[config.mk]
export PLATFORM = sky130hd
export DESIGN_NAME = ascal_top
export DESIGN_NICKNAME = d
export VERILOG_FILES = /design/src/hdl/ascal_pkg.sv /design/src/hdl/ascal_result_mem.sv /design/src/hdl/ascal_top.sv
export SDC_FILE = /design/constraint.sdc
export NUM_CORES = 1
export LEC_CHECK = 0
export BUFFER_PORTS_ARGS = -buffer_cell sky130_fd_sc_hd__buf_2
export CAP_MARGIN = 30
export CORE_MARGIN = 4
export CORE_UTILIZATION = 50
export DETAILED_ROUTE_END_ITERATION = 8
export PLACE_DENSITY = 0.73
export SYNTH_ARGS = -nofsm -noshare
export SYNTH_HDL_FRONTEND = slang
export SYNTH_SLANG_ARGS = --single-unit
export TNS_END_PERCENT = 10
[constraint.sdc]
create_clock -name clk -period 2.11 [get_ports clk]
set_input_delay 0 -clock clk [delete_from_list [all_inputs] [get_ports clk]]
set_output_delay 0 -clock clk [all_outputs]
set_load 0.005 [all_outputs]
[src/hdl/ascal_pkg.sv]
// constants, types and register map of the start-up calibration block
// assumes a 10 MHz system clock and a 32-bit AHB-Lite register bus
package ascal_pkg;

    // register indices; byte address is four times the index
    localparam logic [9:0]  IDX_COMPENSATION_CONTROL       = 10'h0A0;
    localparam logic [9:0]  IDX_VOLT_OFFSET    = 10'h0AA;
    localparam logic [9:0]  IDX_RESULT_BASE    = 10'h0B0;
    localparam logic [9:0]  IDX_TEMP_OFFSET    = 10'h0D0;
    localparam logic [9:0]  IDX_TEMP_GAIN      = 10'h0D1;
    localparam logic [9:0]  IDX_LIMIT_UPPER    = 10'h0E0;
    localparam logic [9:0]  IDX_LIMIT_LOWER    = 10'h0E1;
    localparam logic [9:0]  IDX_IRQ_STATUS     = 10'h0E2;
    localparam logic [9:0]  IDX_IRQ_MASK       = 10'h0E3;
    localparam logic [9:0]  IDX_TEMP_LAST      = 10'h0E4;

    // compensation_control fields
    localparam int          CTL_REQ_BIT        = 0;
    localparam int          CTL_DONE_BIT       = 1;
    localparam int          CTL_REQ_MASK_BIT   = 8;

    // interrupt status and mask fields
    localparam int          IRQ_AZ_BIT         = 0;
    localparam int          IRQ_CAL_BIT        = 1;
    localparam int          IRQ_W              = 2;

    // reset values
    localparam logic [7:0]  COMP_RST           = 8'h00;
    localparam logic [15:0] LIMIT_UPPER_RST    = 16'hFFFF;
    localparam logic [15:0] LIMIT_LOWER_RST    = 16'h0000;
    localparam logic [1:0]  IRQ_MASK_RST       = 2'h0;
    localparam logic [10:0] RESULT_RST         = 11'h000;

    // auto-zero length in die link clock rising edges
    localparam logic [11:0] AZ_LINK_EDGES      = 12'hD18;

    // amplifier offset results, one per gain setting
    localparam int          NUM_GAINS          = 8;
    localparam int          GAIN_IDX_W         = 3;
    localparam int          RESULT_W           = 11;
    localparam logic [2:0]  LAST_GAIN          = 3'h7;

    typedef enum logic [3:0] {
        ST_IDLE = 4'h1,
        ST_RUN  = 4'h2,
        ST_COPY = 4'h4,
        ST_HOLD = 4'h8
    } ascal_state_type;

    typedef struct packed {
        logic        valid;
        logic [15:0] value;
    } ascal_temp_type;

    typedef struct packed {
        logic                  valid;
        logic [GAIN_IDX_W-1:0] gain_idx;
        logic [RESULT_W-1:0]   value;
    } ascal_offset_type;

    typedef struct packed {
        logic       amp_autozero_active;
        logic [7:0] voltage_offset_comp;
        logic [7:0] temp_offset_comp;
        logic [7:0] temp_gain_comp;
    } ascal_comp_type;

endpackage : ascal_pkg

[src/hdl/ascal_result_mem.sv]
// storage of the per-gain amplifier offset results
// one write port, one read port with registered read data
`timescale 1ns/1ps
module ascal_result_mem
    import ascal_pkg::*;
(
    input  wire logic                  clk,
    input  wire logic                  srst,
    input  wire logic                  we,
    input  wire logic [GAIN_IDX_W-1:0] waddr,
    input  wire logic [RESULT_W-1:0]   wdata,
    input  wire logic [GAIN_IDX_W-1:0] raddr,
    output logic      [RESULT_W-1:0]   rdata
);

    logic [RESULT_W-1:0] mem [NUM_GAINS];

    // cleared on reset so results read as zero before the first auto-zero
    always_ff @(posedge clk) begin
        if (srst) begin
            for (int i = 0; i < NUM_GAINS; i++) begin
                mem[i] <= RESULT_RST;
            end
            rdata <= RESULT_RST;
        end else begin
            if (we) begin
                mem[waddr] <= wdata;
            end
            rdata <= mem[raddr];
        end
    end

endmodule : ascal_result_mem

[src/hdl/ascal_top.sv]
// start-up calibration registers, amplifier auto-zero sequencer and calibration request
// assumes a single AHB-Lite master, die link clock on a pin, temperature and offset inputs on clk
`timescale 1ns/1ps
// Overview of operation
// - the device sets the done flag about 6.5 ms after the request and software polls for it.
// - the auto-zero sequence lasts 3352 die link clock cycles from request to completion.
// - software clears the done flag by writing one to it and the device clears it on that write.
// - at completion the device places the per-gain 11-bit offset results in readable registers.
// - the device raises the calibration request when the temperature leaves the limit range.
module ascal_top
    import ascal_pkg::*;
(
    input  wire logic             clk,
    input  wire logic             srst,
    input  wire logic             hsel,
    input  wire logic [31:0]      haddr,
    input  wire logic [1:0]       htrans,
    input  wire logic             hwrite,
    input  wire logic [2:0]       hsize,
    input  wire logic [31:0]      hwdata,
    input  wire logic             hready,
    output logic      [31:0]      hrdata,
    output logic                  hreadyout,
    output logic                  hresp,
    input  wire logic             die_link_clock,
    input  wire ascal_temp_type   temp_in,
    input  wire ascal_offset_type amp_offset_in,
    output ascal_comp_type        comp_out,
    output logic                  irq
);

    // bus data phase
    logic                 dp_write;
    logic                 dp_read_mem;
    logic [9:0]           dp_idx;
    logic [31:0]          rdata_q;

    // registers
    logic                 az_request;
    logic                 done_flag;
    logic [7:0]           volt_offset;
    logic [7:0]           temp_offset;
    logic [7:0]           temp_gain;
    logic [15:0]          limit_upper;
    logic [15:0]          limit_lower;
    logic [15:0]          temp_last;
    logic [IRQ_W-1:0]     irq_status;
    logic [IRQ_W-1:0]     irq_mask;

    // sequencer
    ascal_state_type      state;
    ascal_state_type      next_state;
    logic [11:0]          az_count;
    logic [2:0]           copy_idx;
    logic                 link_sync1;
    logic                 link_sync2;
    logic                 link_prev;
    logic [RESULT_W-1:0]  stage [NUM_GAINS];
    logic [RESULT_W-1:0]  mem_rdata;

    // address phase decode
    wire                  addr_take    = hsel & htrans[1] & hready;
    wire [9:0]            ap_idx       = haddr[11:2];
    wire                  ap_is_result = (ap_idx[9:3] == IDX_RESULT_BASE[9:3]);

    // data phase write decode
    wire                  wr_ctl       = dp_write & (dp_idx == IDX_COMPENSATION_CONTROL);
    wire                  wr_vo        = dp_write & (dp_idx == IDX_VOLT_OFFSET);
    wire                  wr_ito       = dp_write & (dp_idx == IDX_TEMP_OFFSET);
    wire                  wr_itg       = dp_write & (dp_idx == IDX_TEMP_GAIN);
    wire                  wr_upper     = dp_write & (dp_idx == IDX_LIMIT_UPPER);
    wire                  wr_lower     = dp_write & (dp_idx == IDX_LIMIT_LOWER);
    wire                  wr_status    = dp_write & (dp_idx == IDX_IRQ_STATUS);
    wire                  wr_mask      = dp_write & (dp_idx == IDX_IRQ_MASK);

    // masked request writes: the request bit moves only where its mask bit is one
    wire                  req_set      = wr_ctl & hwdata[CTL_REQ_MASK_BIT] & hwdata[CTL_REQ_BIT];
    wire                  req_clr      = wr_ctl & hwdata[CTL_REQ_MASK_BIT] & ~hwdata[CTL_REQ_BIT];
    wire                  done_clr     = wr_ctl & hwdata[CTL_DONE_BIT];

    // sequencer events
    wire                  link_edge    = link_sync2 & ~link_prev;
    wire                  az_last_edge = link_edge & (az_count == (AZ_LINK_EDGES - 12'h001));
    wire                  copy_last    = (state == ST_COPY) & (copy_idx == LAST_GAIN);
    wire                  cal_event    = temp_in.valid & ((temp_in.value > limit_upper) |
                                                          (temp_in.value < limit_lower));
    wire [IRQ_W-1:0]      irq_set      = {cal_event, copy_last};
    wire [IRQ_W-1:0]      irq_clr      = wr_status ? hwdata[IRQ_W-1:0] : {IRQ_W{1'b0}};

    // read data, picked in the address phase and registered
    wire [15:0]           ctl_rd       = {14'h0000, done_flag, az_request};
    wire [31:0]           next_rdata   =
        (ap_idx == IDX_COMPENSATION_CONTROL)    ? {16'h0000, ctl_rd}          :
        (ap_idx == IDX_VOLT_OFFSET) ? {24'h000000, volt_offset}   :
        (ap_idx == IDX_TEMP_OFFSET) ? {24'h000000, temp_offset}   :
        (ap_idx == IDX_TEMP_GAIN)   ? {24'h000000, temp_gain}     :
        (ap_idx == IDX_LIMIT_UPPER) ? {16'h0000, limit_upper}     :
        (ap_idx == IDX_LIMIT_LOWER) ? {16'h0000, limit_lower}     :
        (ap_idx == IDX_IRQ_STATUS)  ? {30'h00000000, irq_status}  :
        (ap_idx == IDX_IRQ_MASK)    ? {30'h00000000, irq_mask}    :
        (ap_idx == IDX_TEMP_LAST)   ? {16'h0000, temp_last}       :
                                      32'h00000000;

    // no wait states: every transfer finishes in its data phase
    assign hreadyout = 1'b1;
    assign hresp     = 1'b0;
    assign hrdata    = dp_read_mem ? {21'h000000, mem_rdata} : rdata_q;
    assign irq       = |(irq_status & irq_mask);

    // active only while link edges are counted
    assign comp_out  = '{amp_autozero_active: (state == ST_RUN),
                         voltage_offset_comp: volt_offset,
                         temp_offset_comp:    temp_offset,
                         temp_gain_comp:      temp_gain};

    always_ff @(posedge clk) begin
        if (srst) begin
            dp_write    <= 1'b0;
            dp_read_mem <= 1'b0;
            dp_idx      <= 10'h000;
            rdata_q     <= 32'h00000000;
        end else begin
            dp_write    <= addr_take & hwrite;
            dp_read_mem <= addr_take & ~hwrite & ap_is_result;
            dp_idx      <= addr_take ? ap_idx : 10'h000;
            rdata_q     <= (addr_take & ~hwrite) ? next_rdata : 32'h00000000;
        end
    end

    // software writes trims, limits and the mask into these; the block holds them and drives only the trims out
    always_ff @(posedge clk) begin
        if (srst) begin
            volt_offset <= COMP_RST;
            temp_offset <= COMP_RST;
            temp_gain   <= COMP_RST;
            limit_upper <= LIMIT_UPPER_RST;
            limit_lower <= LIMIT_LOWER_RST;
            irq_mask    <= IRQ_MASK_RST;
        end else begin
            if (wr_vo) volt_offset <= hwdata[7:0];
            if (wr_ito) temp_offset <= hwdata[7:0];
            if (wr_itg) temp_gain <= hwdata[7:0];
            if (wr_upper) limit_upper <= hwdata[15:0];
            if (wr_lower) limit_lower <= hwdata[15:0];
            if (wr_mask) irq_mask <= hwdata[IRQ_W-1:0];
        end
    end

    // sticky flags: a set in the cycle of a clear wins
    always_ff @(posedge clk) begin
        if (srst) begin
            done_flag  <= 1'b0;
            irq_status <= {IRQ_W{1'b0}};
            temp_last  <= 16'h0000;
        end else begin
            done_flag  <= copy_last | (done_flag & ~done_clr);
            irq_status <= irq_set | (irq_status & ~irq_clr);
            if (temp_in.valid) temp_last <= temp_in.value;
        end
    end

    always_ff @(posedge clk) begin
        if (srst) begin
            az_request <= 1'b0;
        end else if (req_set) begin
            az_request <= 1'b1;
        end else if (req_clr) begin
            az_request <= 1'b0;
        end
    end

    // die link clock is only sampled, never used as a clock
    // only the second flop and link_prev feed logic; the first may settle late
    always_ff @(posedge clk) begin
        if (srst) begin
            link_sync1 <= 1'b0;
            link_sync2 <= 1'b0;
            link_prev  <= 1'b0;
        end else begin
            link_sync1 <= die_link_clock;
            link_sync2 <= link_sync1;
            link_prev  <= link_sync2;
        end
    end

    always_comb begin
        next_state = state;
        case (state)
            ST_IDLE: begin
                if (req_set) next_state = ST_RUN;
            end
            ST_RUN: begin
                // dropping the request mid-run aborts without results
                if (!az_request) next_state = ST_IDLE;
                else if (az_last_edge) next_state = ST_COPY;
            end
            ST_COPY: begin
                if (copy_idx == LAST_GAIN) next_state = ST_HOLD;
            end
            ST_HOLD: begin
                if (!az_request) next_state = ST_IDLE;
            end
            default: begin
                next_state = ST_IDLE;
            end
        endcase
    end

    always_ff @(posedge clk) begin
        if (srst) begin
            state    <= ST_IDLE;
            az_count <= 12'h000;
            copy_idx <= 3'h0;
        end else begin
            state    <= next_state;
            az_count <= (state != ST_RUN) ? 12'h000 : (link_edge ? az_count + 12'h001 : az_count);
            copy_idx <= (state == ST_COPY) ? copy_idx + 3'h1 : 3'h0;
        end
    end

    // offset results are staged during the run and published only at completion
    // a later result for the same gain overwrites the earlier one
    for (genvar g = 0; g < NUM_GAINS; g++) begin : g_stage
        always_ff @(posedge clk) begin
            if (srst) begin
                stage[g] <= RESULT_RST;
            end else if ((state == ST_RUN) && amp_offset_in.valid &&
                         (amp_offset_in.gain_idx == GAIN_IDX_W'(g))) begin
                stage[g] <= amp_offset_in.value;
            end
        end
    end

    ascal_result_mem ascal_result_mem_inst (
        .clk   (clk),
        .srst  (srst),
        .we    (state == ST_COPY),
        .waddr (copy_idx),
        .wdata (stage[copy_idx]),
        .raddr (ap_idx[2:0]),
        .rdata (mem_rdata)
    );
endmodule : ascal_top

# [Word level (Yosys, flattened, before mapping)]
# Memory sizes are Yosys's and may differ from the RTL's. A register that Yosys moved wholly into a read port is not among the register bits.
# Index checks and enable logic that the tools add are counted.
[classes] add_sub_neg=2 order_cmp=2 n_eq_ne=36 muxes=60 bitwise_logic=43 reduce_logical=21
[op_table] op="$eq 10x8->1 const B" count=17
[op_table] op="$mux 11" count=9
[op_table] op="$mux 16" count=5
[op_table] op="$mux 1" count=32
[op_table] op="$mux 32" count=1
[op_table] op="$mux 8" count=3
[op_table] op="$and 1x1->1" count=22
[op_table] op="$mux 4" count=5
[op_table] op="$gt 16x16->1" count=1
[op_table] op="$lt 16x16->1" count=1
[op_table] op="$pmux 4 s4" count=1
[op_table] op="$eq 3x3->1 const B" count=5
[op_table] op="$add 12x1->12 const B" count=1
[op_table] op="$eq 12x12->1 const B" count=1
[op_table] op="$reduce_or 11->1" count=1
[op_table] op="$or 1x1->1" count=10
[op_table] op="$reduce_or 10->1" count=1
[op_table] op="$reduce_or 2->1" count=5
[op_table] op="$logic_and 1x1->1" count=9
[op_table] op="$eq 7x5->1 const B" count=1
[op_table] op="$not 1->1" count=7
[op_table] op="$eq 3x2->1 const B" count=2
[op_table] op="$mux 3" count=2
[op_table] op="$ne 2x2->1 const B" count=3
[op_table] op="other kinds (17)" count=19
[totals] register_bits=144 ramBits=176 input_bits=107 output_inout_bits=60 word_cells=189 n_memories=2
[memory_table] memory="ascal_result_mem_inst.mem" depth=8 width=11 read_ports=1 rd_clocked_by_memory_dff=1 wr=8 line="ascal_result_mem.sv:16" text="logic [RESULT_W-1:0] mem [NUM_GAINS];"
[memory_table] memory="stage" depth=8 width=11 read_ports=1 rd_clocked_by_memory_dff=1 wr=8 line="ascal_top.sv:58" text="logic [RESULT_W-1:0] stage [NUM_GAINS];"

# [Longest topological paths before layout]
# Gate-level depths: netlist of the first run.
[logic_depth] depth_word=10 depth_mapped=9 ltp_nobuf=8

# [Hierarchy]
# From an unflattened synthesis of the first run, not the netlist that was laid out.
[hier_totals] hier_cells=1230 hier_area_um2=14619.0
[modules_own_cells] mod="ascal_top" instances=1 cells_each=963 area_each_um2=10346.2 seq_area_each_um2=5205.0
[modules_own_cells] mod="ascal_result_mem" instances=1 cells_each=267 area_each_um2=4272.8 seq_area_each_um2=2862.7

# [Worst setup path after synthesis of the first run]
# Ideal clock, no wire load.
[synth_timing] kind="register to register" startpoint="register state[3]" endpoint="memory stage[2][0] (enable)" arrival_ns=1.874 t_required_ns=1.729 setup_slack_ns=-0.145 path_stages_with_launch=6 period_less_slack_ns=2.255 cell_sequence="dfxtp_1 buf_2 nor4b_4 nand2_1 or3_1 o21bai_1"
[synth_lines] element="from (decl)" line="ascal_top.sv:51" text="ascal_state_type state;"
[synth_lines] element="from (signal assigned)" line="ascal_top.sv:215" text="state <= next_state;"
[synth_lines] element="to (decl)" line="ascal_top.sv:58"

# [Final worst setup path of the first run]
[layout_timing] startpoint="input srst" endpoint="register rdata_q[9]"
[layout_via] elab_chain_len=1
[layout_lines] element="from (decl)" line="ascal_top.sv:14" text="input wire logic srst,"
[layout_lines] element="$reduce_or 6->1 (no source line)"
[layout_lines] element="to (signal assigned)" line="ascal_top.sv:126" text="rdata_q <= (addr_take & ~hwrite) ? next_rdata : 32'h00000000;"
[layout_lines] element="to (decl)" line="ascal_top.sv:36" text="logic [31:0] rdata_q;"
# Every way passes these cells.
# A chain may end at the register's enable or synchronous reset.

==> flow_summary.ini, run 1 <==
[run_status]
status = completed

[placement]
placedCellCount = 1725
dp_hpwl_mm = 23.0
io_buffers = 106
routabilityCongestion = 0.847

[clock_network]
cts_root_buf = clkbuf_16
clockBufferDepth = 3
clk_pin_slew_ns = 0.06
clk_latency_ns = 0.54
cts_made_buffers = 34
post_cts_buffers = 0
htreeDepth = 2
cts_tree = done
cts.sinks = 315

[routing]
drt.antenna.violating_nets = 0
viasPerCell = 5.42
first_iter_violations = 811
wl_per_cell_um = 18.1
vias = 9978
drc = 0
dr.pass1.iters = 6
wl_mm = 33.3

[die]
die_h_um = 177
die_w_um = 177
die_area_um2 = 31500
coreArea_um2 = 28000
std_cell_rows = 61
io_pins = 167
initial_core_util_pct = 51.2

[global_routing]
antenna_found_initial = 0
track_usage_pct = 21.4
grt_max_degree = 72
groute.layer.met3.usage_pct = 3.32
grtUsageMet1_pct = 28.5
grt_pass1_wl_mm = 53.7
grt_remaining_overflow = 0
busiest_layer = met2
grt_pass1_vias = 10300
grtUsageMet2_pct = 36.3

[synth]
synth_edf_count = 176
ys_async_sr_fraction_pct = 0
syn_area_per_cell_um2 = 11.6
synthCells = 1237
synth-main-ff-cell = edfxtp_1
ys_types = 65
ys_ff_latch = 315
yosysSeqAreaShare_pct = 56.2
synth_warnings = 0
synth_area_um2 = 14300

[job]
max_cap_viol_count = 0

[power]
peakVddDrop_mv = 0.700
p_leak_nw = 6.83
powerDensity_nw_per_um2 = 770

[final_layout]
diodes = 0
layout-drive-gt1-share_pct = 20.4
finish.utilization_pct = 61.6
area_growth_pct = 20.2
nets = 1579
fin_cells = 1842
final_common_cell = nor2_1
mostFrequentLayoutCells = nor2_1 (206), edfxtp_1 (176), dfxtp_1 (138)

[timing]
relSlewSlack_pct = 52.6
setup_viol = 0
finalCritPeriodShare_pct = 96.0
clock_skew_ns = 0.0342
fmax_mhz = 494
worst_pin_slew_ns = 0.710
drv_slew = 0
hold_viol = 0
period_minus_slack_ns = 2.02
rsz0062_at_grt = yes

[setup_path]
arrival_ns = 2.39
required_ns = 2.48
crit-reg2reg-launch = dp_idx[2]
cp-start-kind = input port
crit_type = in2reg
crit_path_end_kind = flop
cp_max_fo = 5
ff2ff_path_depth = 6
reg2reg_slack_ns = 0.09
worstReg2RegEnd = limit_upper[12]

[min_path]
hold_start = temp_in[16]
min_to = temp_last[4]
hold_path.class = in2reg
min_path_cells = 3
-- timing repair --
item / in CTS / in global routing
hold buffers: 55 / 0
endpoints found under the hold margin: 180 / 0
setup endpoints to repair: 0 / 190
gates resized for setup: 0 / 3
-- cells by family after synthesis --
family | after synthesis | share of synthesized area (%)
muxes | 129 | 12.9
AOI/OAI and AO/OA | 140 | 6.34
other | 2 | 0.0523
and+or+nand+nor | 478 | 16.8
buffers and inverters | 131 | 4.20
xor gates and xnor gates | 8 | 0.488
adders and majority gates | 34 | 2.96
DFF | 315 | 56.2
-- sequential cells by signal, indices dropped and copies added (netlist names), 10 cells and up --
| name | count |
|---|---|
| dp_idx | 10 |
| limit_upper | 16 |
| ascal_result_mem_inst.rdata | 11 |
| ascal_result_mem_inst.mem | 88 |
| rdata_q | 16 |
| stage | 88 |
| temp_last | 16 |
| limit_lower | 16 |
| az_count | 12 |
-- where the power goes --
group / switching, mW / internal [mW]
clock: 2.46 / 3.39
combinational: 0.405 / 0.329
sequential: 0.0585 / 6.64
total: 2.93 / 10.4
-- worst max-delay path by stage --
| stage | start | endpoint | slack [ns] | cells past startpoint |
|---|---|---|---|---|
| floorplan | state[3] | stage[2][0] | -0.15 | 5 |
| global placement | srst | stage[7][8] | 0.10 | 5 |
| detailed placement | srst | stage[4][5] | 0.09 | 5 |
| CTS | srst | stage[1][4] | 0.08 | 7 |
| global route | dp_idx[2] | temp_offset[4] | -0.03 | 5 |
| finish | srst | rdata_q[9] | 0.09 | 7 |
-- per-stage QoR --
stage	worst slack (ns)	power (mW)	cell area (um2)	TNS (ns)	hold slack, ns
finish	0.0853	13.3	17300	0	0.0597
global route	-0.0298	13.7	17300	-0.0594	0.0655
CTS	0.0809	13.4	17200	0	0.0365
detailed placement	0.0879	7.48	15600	0	0.214
global placement	0.101	7.46	15600	0	0.215
floorplan	-0.145	7.21	14400	-9.17	0.0759
-- layout make-up --
| class | instances | area [um2] |
|---|---|---|
| Tap cell | 378 | 473 |
| Clock inverter | 21 | 233 |
| Inverter | 47 | 176 |
| Multi-Input combinational cell | 807 | 5740 |
| Timing Repair Buffer | 233 | 1680 |
| Sequential cell | 315 | 8070 |
| Clock buffer | 41 | 877 |
| Fill cell | 2194 | 10800 |
-- synthesized netlist by cell type, drive strengths merged, types with 11 or more instances --
library cell  instances  area (um2)
buf                  36         245
nor2                207         793
o21ai                16        80.1
nand2b               12        75.1
clkbuf               48         181
inv                  45         169
mux2                 13         146
nand3                11        55.1
a21oi                57         285
and2                103         644
a211o                16         140
dfxtp               139        2780
mux2i                72         721
ha                   34         425
nor3                 20         105
edfxtp              176        5290
mux4                 44         991
nor2b                17         106
nand2                60         228
-- worst max-delay path, stage by stage --
cell and delay (ns):
dlygate4sd3_1 0.55, buf_4 0.16, and4b_1 0.32, nand2b_1 0.12, or2_0 0.28, or3b_1 0.54, nor3_1 0.41
-- per-layer routing --
metal	vias up	part of all wire (%)
met4	0	2.7
met2	325	49
met1	4824	42
met3	64	6.1
met5	-	0
li1	4765	-
Note: power is estimated with default switching activity, not from simulation.
==> inputs of run 2 (changes only) <==
--- a/config.mk
+++ b/config.mk
@@ -8,9 +8,10 @@
 export BUFFER_PORTS_ARGS = -buffer_cell sky130_fd_sc_hd__buf_2
 export CAP_MARGIN = 30
 export CORE_MARGIN = 4
-export CORE_UTILIZATION = 50
+export CORE_UTILIZATION = 53
+export CTS_BUF_LIST = sky130_fd_sc_hd__clkbuf_8 sky130_fd_sc_hd__clkbuf_16
 export DETAILED_ROUTE_END_ITERATION = 8
-export PLACE_DENSITY = 0.73
+export PLACE_DENSITY = 0.76
 export SYNTH_ARGS = -nofsm -noshare
 export SYNTH_HDL_FRONTEND = slang
 export SYNTH_SLANG_ARGS = --single-unit
==> run 2 against run 1 <==
Against the previous run: sequential share of layout area is 0.17 points lower; largest power group unchanged; core utilization is 4.1 points higher; worst hold slack worse by 0.041 ns; critical path type unchanged; via count is 0.47% higher; non-clock buffer count is 1 higher.
==> flow_summary.ini, run 2 (synthesized netlist as in run 1, its figures left out) <==
[placement]
routabilityCongestion = 0.907
place_ws_ns = 0.0983
io_buffers = 106
placed_cell_area_um2 = 15500
placedCellCount = 1683
dp_hpwl_mm = 23.1

[timing]
clock_skew_ns = 0.0228
fin_ws_ns = 0.120
period_minus_slack_ns = 1.99
tns_ns = 0
holdWs_ns = 0.0186
finalCritPeriodShare_pct = 94.3
drv_slew = 0
setup_viol = 0
fmax_mhz = 502
rsz0062_at_grt = no
hold_viol = 0
relSlewSlack_pct = 44.6
worst_pin_slew_ns = 0.831

[routing]
drt.antenna.violating_nets = 0
wl_per_cell_um = 18.8
wl_mm = 33.9
drc = 0
dr.pass1.iters = 7
vias = 10000
first_iter_violations = 709
viasPerCell = 5.57

[clock_network]
cts_made_buffers = 34
cts.sinks = 315
clockBufferDepth = 3
cts_tree = done
clk_pin_slew_ns = 0.06
cts_root_buf = clkbuf_16
clk_latency_ns = 0.52
htreeDepth = 2

[min_path]
min_path_cells = 4
hold_path.class = in2reg
min_to = rdata_q[1]
hold_start = htrans[1]

[job]
max_cap_viol_count = 0

[final_layout]
finish.utilization_pct = 65.7
mostFrequentLayoutCells = nor2_1 (206), edfxtp_1 (176), dfxtp_1 (139)
finish.instance_area_um2 = 17300
final_common_cell = nor2_1
area_growth_pct = 20.6
fin_cells = 1801
largest_registers = ascal_result_mem_inst.mem x88, stage x88
layout-drive-gt1-share_pct = 20.6
nets = 1580

[global_routing]
grt_remaining_overflow = 0
track_usage_pct = 22.8
grt_max_degree = 79
grt_pass1_vias = 10200
grt_pass1_wl_mm = 55.6
antenna_found_initial = 1

[die]
die_h_um = 173
die_area_um2 = 29800
coreArea_um2 = 26400
die_w_um = 173
io_pins = 167
std_cell_rows = 59
initial_core_util_pct = 54.4

[setup_path]
worstReg2RegEnd = limit_lower[4]
cp-start-kind = input port
crit_type = in2reg
crit-reg2reg-launch = dp_idx[2]
cp_max_fo = 5
crit_path_end_kind = flop
arrival_ns = 2.38
required_ns = 2.50
ff2ff_path_depth = 7
reg2reg_slack_ns = 0.14

[power]
pwr-share-comb_pct = 5.3
swShare_pct = 21.0
seq_power_share_pct = 48.5
power.switching_mw = 2.90
powerDensity_nw_per_um2 = 799
peakVddDrop_mv = 0.711
p_leak_nw = 6.91
total_power_mw = 13.8
p_int_mw = 10.9
p_clk_share_pct = 46.2

[run_status]
status = completed
[run 2: cell types whose count changed in the layout (fill, tap and decap cells not counted), moves of 2 or more]
cell        change
a2111oi_0       -2
a2111oi_1       +2
buf_4           +2
bufinv_16       +4
clkbuf_1        -7
clkbuf_8        +4
clkinv_2        -4
clkinvlp_4      -2
inv_1           +5
[run 2: worst max path at each step]
| stage | startpoint | end | slack [ns] | cells past startpoint |
|---|---|---|---|---|
| 2_1_floorplan | state[3] | stage[2][0] | -0.15 | 5 |
| 3_5_place_dp | state[2] | ascal_result_mem_inst.mem[6][9] | 0.1 | 7 |
| 5_1_grt | state[2] | ascal_result_mem_inst.mem[6][5] | 0.01 | 7 |
| 4_1_cts | state[2] | ascal_result_mem_inst.mem[0][5] | 0.08 | 7 |
| 6_report | haddr[11] | rdata_q[13] | 0.12 | 9 |
| 3_3_place_gp | state[2] | ascal_result_mem_inst.mem[0][5] | 0.14 | 7 |
[run 2: layout make-up]
class	count	area, um2
diodes	1	2.50
clock buffers	38	906
clock inverters	24	310
fillers	1872	9040
inverters	47	176
multi-input cells	807	5750
flip-flops and latches	315	8070
well taps	335	419
repair buffers	234	1680
[run 2: worst max-delay path, stage by stage]
cell and delay (ns):
dlygate4sd3_1 0.57, buf_2 0.15, nor4b_1 0.44, nand2_1 0.18, nor2_1 0.20, or2_0 0.23, or3b_1 0.34, buf_4 0.20
nor3_1 0.05
[run 2: metal layers]
metal	part of all wire, %	wire (um)	GRT usage [%]	up-vias
li1	-	-	-	4767
met1	41	14000	30.0	4856
met2	51	17100	39.5	348
met3	6.1	2080	3.78	54
met4	2.1	700	6.22	0
met5	0	0	0	-
[run 2: power groups by stage]
stage,registers (mW),logic [mW],clock network [mW]
after floorplan,6.81,0.403,0
after global placement,6.82,0.631,0
after detailed placement,6.84,0.645,0
after CTS,6.71,0.729,6.47
after global routing,6.72,0.804,6.75
final,6.70,0.737,6.40
[run 2: timing repair]
| item | 4_1_cts | 5_1_grt |
|---|---|---|
| buffers inserted | 0 | 0 |
| endpoints found under the setup margin | 0 | 49 |
| hold buffers | 55 | 0 |
| endpoints found under the hold margin | 180 | 0 |
| resized for setup | 0 | 4 |
==> inputs of run 3 (changes only) <==
--- a/config.mk
+++ b/config.mk
@@ -12,7 +12,8 @@
 export CTS_BUF_LIST = sky130_fd_sc_hd__clkbuf_8 sky130_fd_sc_hd__clkbuf_16
 export DETAILED_ROUTE_END_ITERATION = 8
 export PLACE_DENSITY = 0.76
+export RECOVER_POWER = 50
 export SYNTH_ARGS = -nofsm -noshare
 export SYNTH_HDL_FRONTEND = slang
 export SYNTH_SLANG_ARGS = --single-unit
-export TNS_END_PERCENT = 10
+export TNS_END_PERCENT = 5
==> run 3 against run 2 <==
Against the previous run: clock power hardly changed; cell count did not move; largest power group unchanged; combinational power decreased by 0.7%; critical endpoint is now rdata_q[0]; routed wire length grew 0.22%; core utilization is 0.39 points lower; global-route usage did not move; sequential power is essentially flat; die area is the same.
==> flow_summary.ini, run 3 (synthesized netlist as in run 1, its figures left out) <==
[power]
powerDensity_nw_per_um2 = 804
peakVddDrop_mv = 0.713
total_power_mw = 13.8
p_leak_nw = 6.74

[clock_network]
cts_tree = done
htreeDepth = 2
post_cts_buffers = 0
clockBufferDepth = 3
cts_root_buf = clkbuf_16
clk_latency_ns = 0.52
clk_pin_slew_ns = 0.06
cts_made_buffers = 34
cts.sinks = 315

[job]
max_cap_viol_count = 0

[placement]
place_ws_ns = 0.0983
routabilityCongestion = 0.907
dp_hpwl_mm = 23.1
io_buffers = 106
placed_cell_area_um2 = 15500

[min_path]
min_to = rdata_q[1]
hold_path.class = in2reg
min_path_cells = 4
hold_start = htrans[1]

[setup_path]
worstReg2RegEnd = limit_lower[4]
required_ns = 2.51
cp-start-kind = input port
arrival_ns = 2.41
ff2ff_path_depth = 7
path_delay_family = buffers and inverters
critPathSlowestCell = dlygate4sd3_1
crit_path_end_kind = flop
cp_max_fo = 8
cp.buffers_inverters = 3
cp_slowest_stage_delay_ns = 0.57
path_cells = dlygate4sd3_1, clkbuf_1, nor4b_1, nand2_1, nor3_2, clkbuf_2, a21oi_1, a22o_1, a21oi_1
crit-reg2reg-launch = dp_idx[2]
crit_top_cell = a21oi_1
reg2reg_slack_ns = 0.14
crit_type = in2reg

[die]
die_h_um = 173
die_w_um = 173
std_cell_rows = 59
die_area_um2 = 29800
initial_core_util_pct = 54.4
io_pins = 167
coreArea_um2 = 26400

[timing]
fmax_mhz = 497
drv_slew = 0
setup_viol = 0
period_minus_slack_ns = 2.01
relSlewSlack_pct = 43.1
worst_pin_slew_ns = 0.853
tns_ns = 0
rsz0062_at_grt = no
clock_skew_ns = 0.0227
hold_viol = 0
fin_ws_ns = 0.0980
finalCritPeriodShare_pct = 95.4

[final_layout]
final_common_cell = nor2_1
finish.instance_area_um2 = 17200
mostFrequentLayoutCells = nor2_1 (206), edfxtp_1 (176), dfxtp_1 (139)
finish.utilization_pct = 65.3
largest_registers = ascal_result_mem_inst.mem x88, stage x88
area_growth_pct = 19.9
nets = 1580
layout-drive-gt1-share_pct = 18.4

[global_routing]
grt_remaining_overflow = 0
grtUsageMet2_pct = 39.5
grt_pass1_wl_mm = 55.6
busiest_layer = met2
grt_pass1_vias = 10200
grt_max_degree = 79
grtUsageMet1_pct = 30.0
groute.layer.met3.usage_pct = 3.78
antenna_found_initial = 1
track_usage_pct = 22.8

[routing]
drt.antenna.violating_nets = 0
wl_per_cell_um = 18.9
wl_mm = 34.0
dr.pass1.iters = 7
vias = 10000
first_iter_violations = 748
viasPerCell = 5.56
drc = 0

[run_status]
status = completed
==> run 3: cell count changes in the layout (fill, tap and decap cells not counted), sizes merged <==
cell	before	now
clkbuf	38	95
buf	179	122
==> run 3: routing by layer <==
layer	routed length (um)	vias to the layer above
met5	0	-
met4	723	0
met3	2110	60
met2	17200	346
met1	14000	4844
li1	-	4766
==> run 3: power breakdown <==
| group | internal, mW | switching (mW) |
|---|---|---|
| Combinational | 0.324 | 0.407 |
| Sequential | 6.64 | 0.0627 |
| Clock | 3.97 | 2.43 |
| Total | 10.9 | 2.90 |
==> run 3: per-stage QoR <==
stage,hold slack [ns],cells
5_1_grt,0.0450,1801
6_report,0.0219,1801
2_1_floorplan,0.0759,1253
3_3_place_gp,0.220,1683
3_5_place_dp,0.222,1683
4_1_cts,0.00827,1800
==> run 3: layout make-up <==
cell class / count / area (um2)
Clock inverter: 24 / 310
Multi-Input combinational cell: 807 / 5750
Tap cell: 335 / 419
Antenna cell: 1 / 2.50
Inverter: 47 / 176
Fill cell: 1907 / 9150
Sequential cell: 315 / 8070
Clock buffer: 38 / 906
Timing Repair Buffer: 234 / 1580
==> run 3: worst max path at each step <==
stage | startpoint | slack, ns | cells after the start | to
floorplan | state[3] | -0.15 | 5 | stage[2][0]
global placement | state[2] | 0.14 | 7 | ascal_result_mem_inst.mem[0][5]
detailed placement | state[2] | 0.1 | 7 | ascal_result_mem_inst.mem[6][9]
CTS | state[2] | 0.08 | 7 | ascal_result_mem_inst.mem[0][5]
global route | haddr[2] | 0.008 | 7 | ascal_result_mem_inst.rdata[8]
finish | haddr[11] | 0.1 | 9 | rdata_q[0]
==> run 3: tightest hold or removal path, cell delays in order <==
cell      delay [ns]
buf_2           0.11
and4b_1         0.19
nand2b_1        0.11
a21oi_1         0.07
==> run 3: what timing repair did <==
action / 4_1_cts / 5_1_grt
endpoints found under the setup margin: 0 / 49
resized for setup: 0 / 4
endpoints found under the hold margin: 180 / 0
hold buffers: 55 / 0
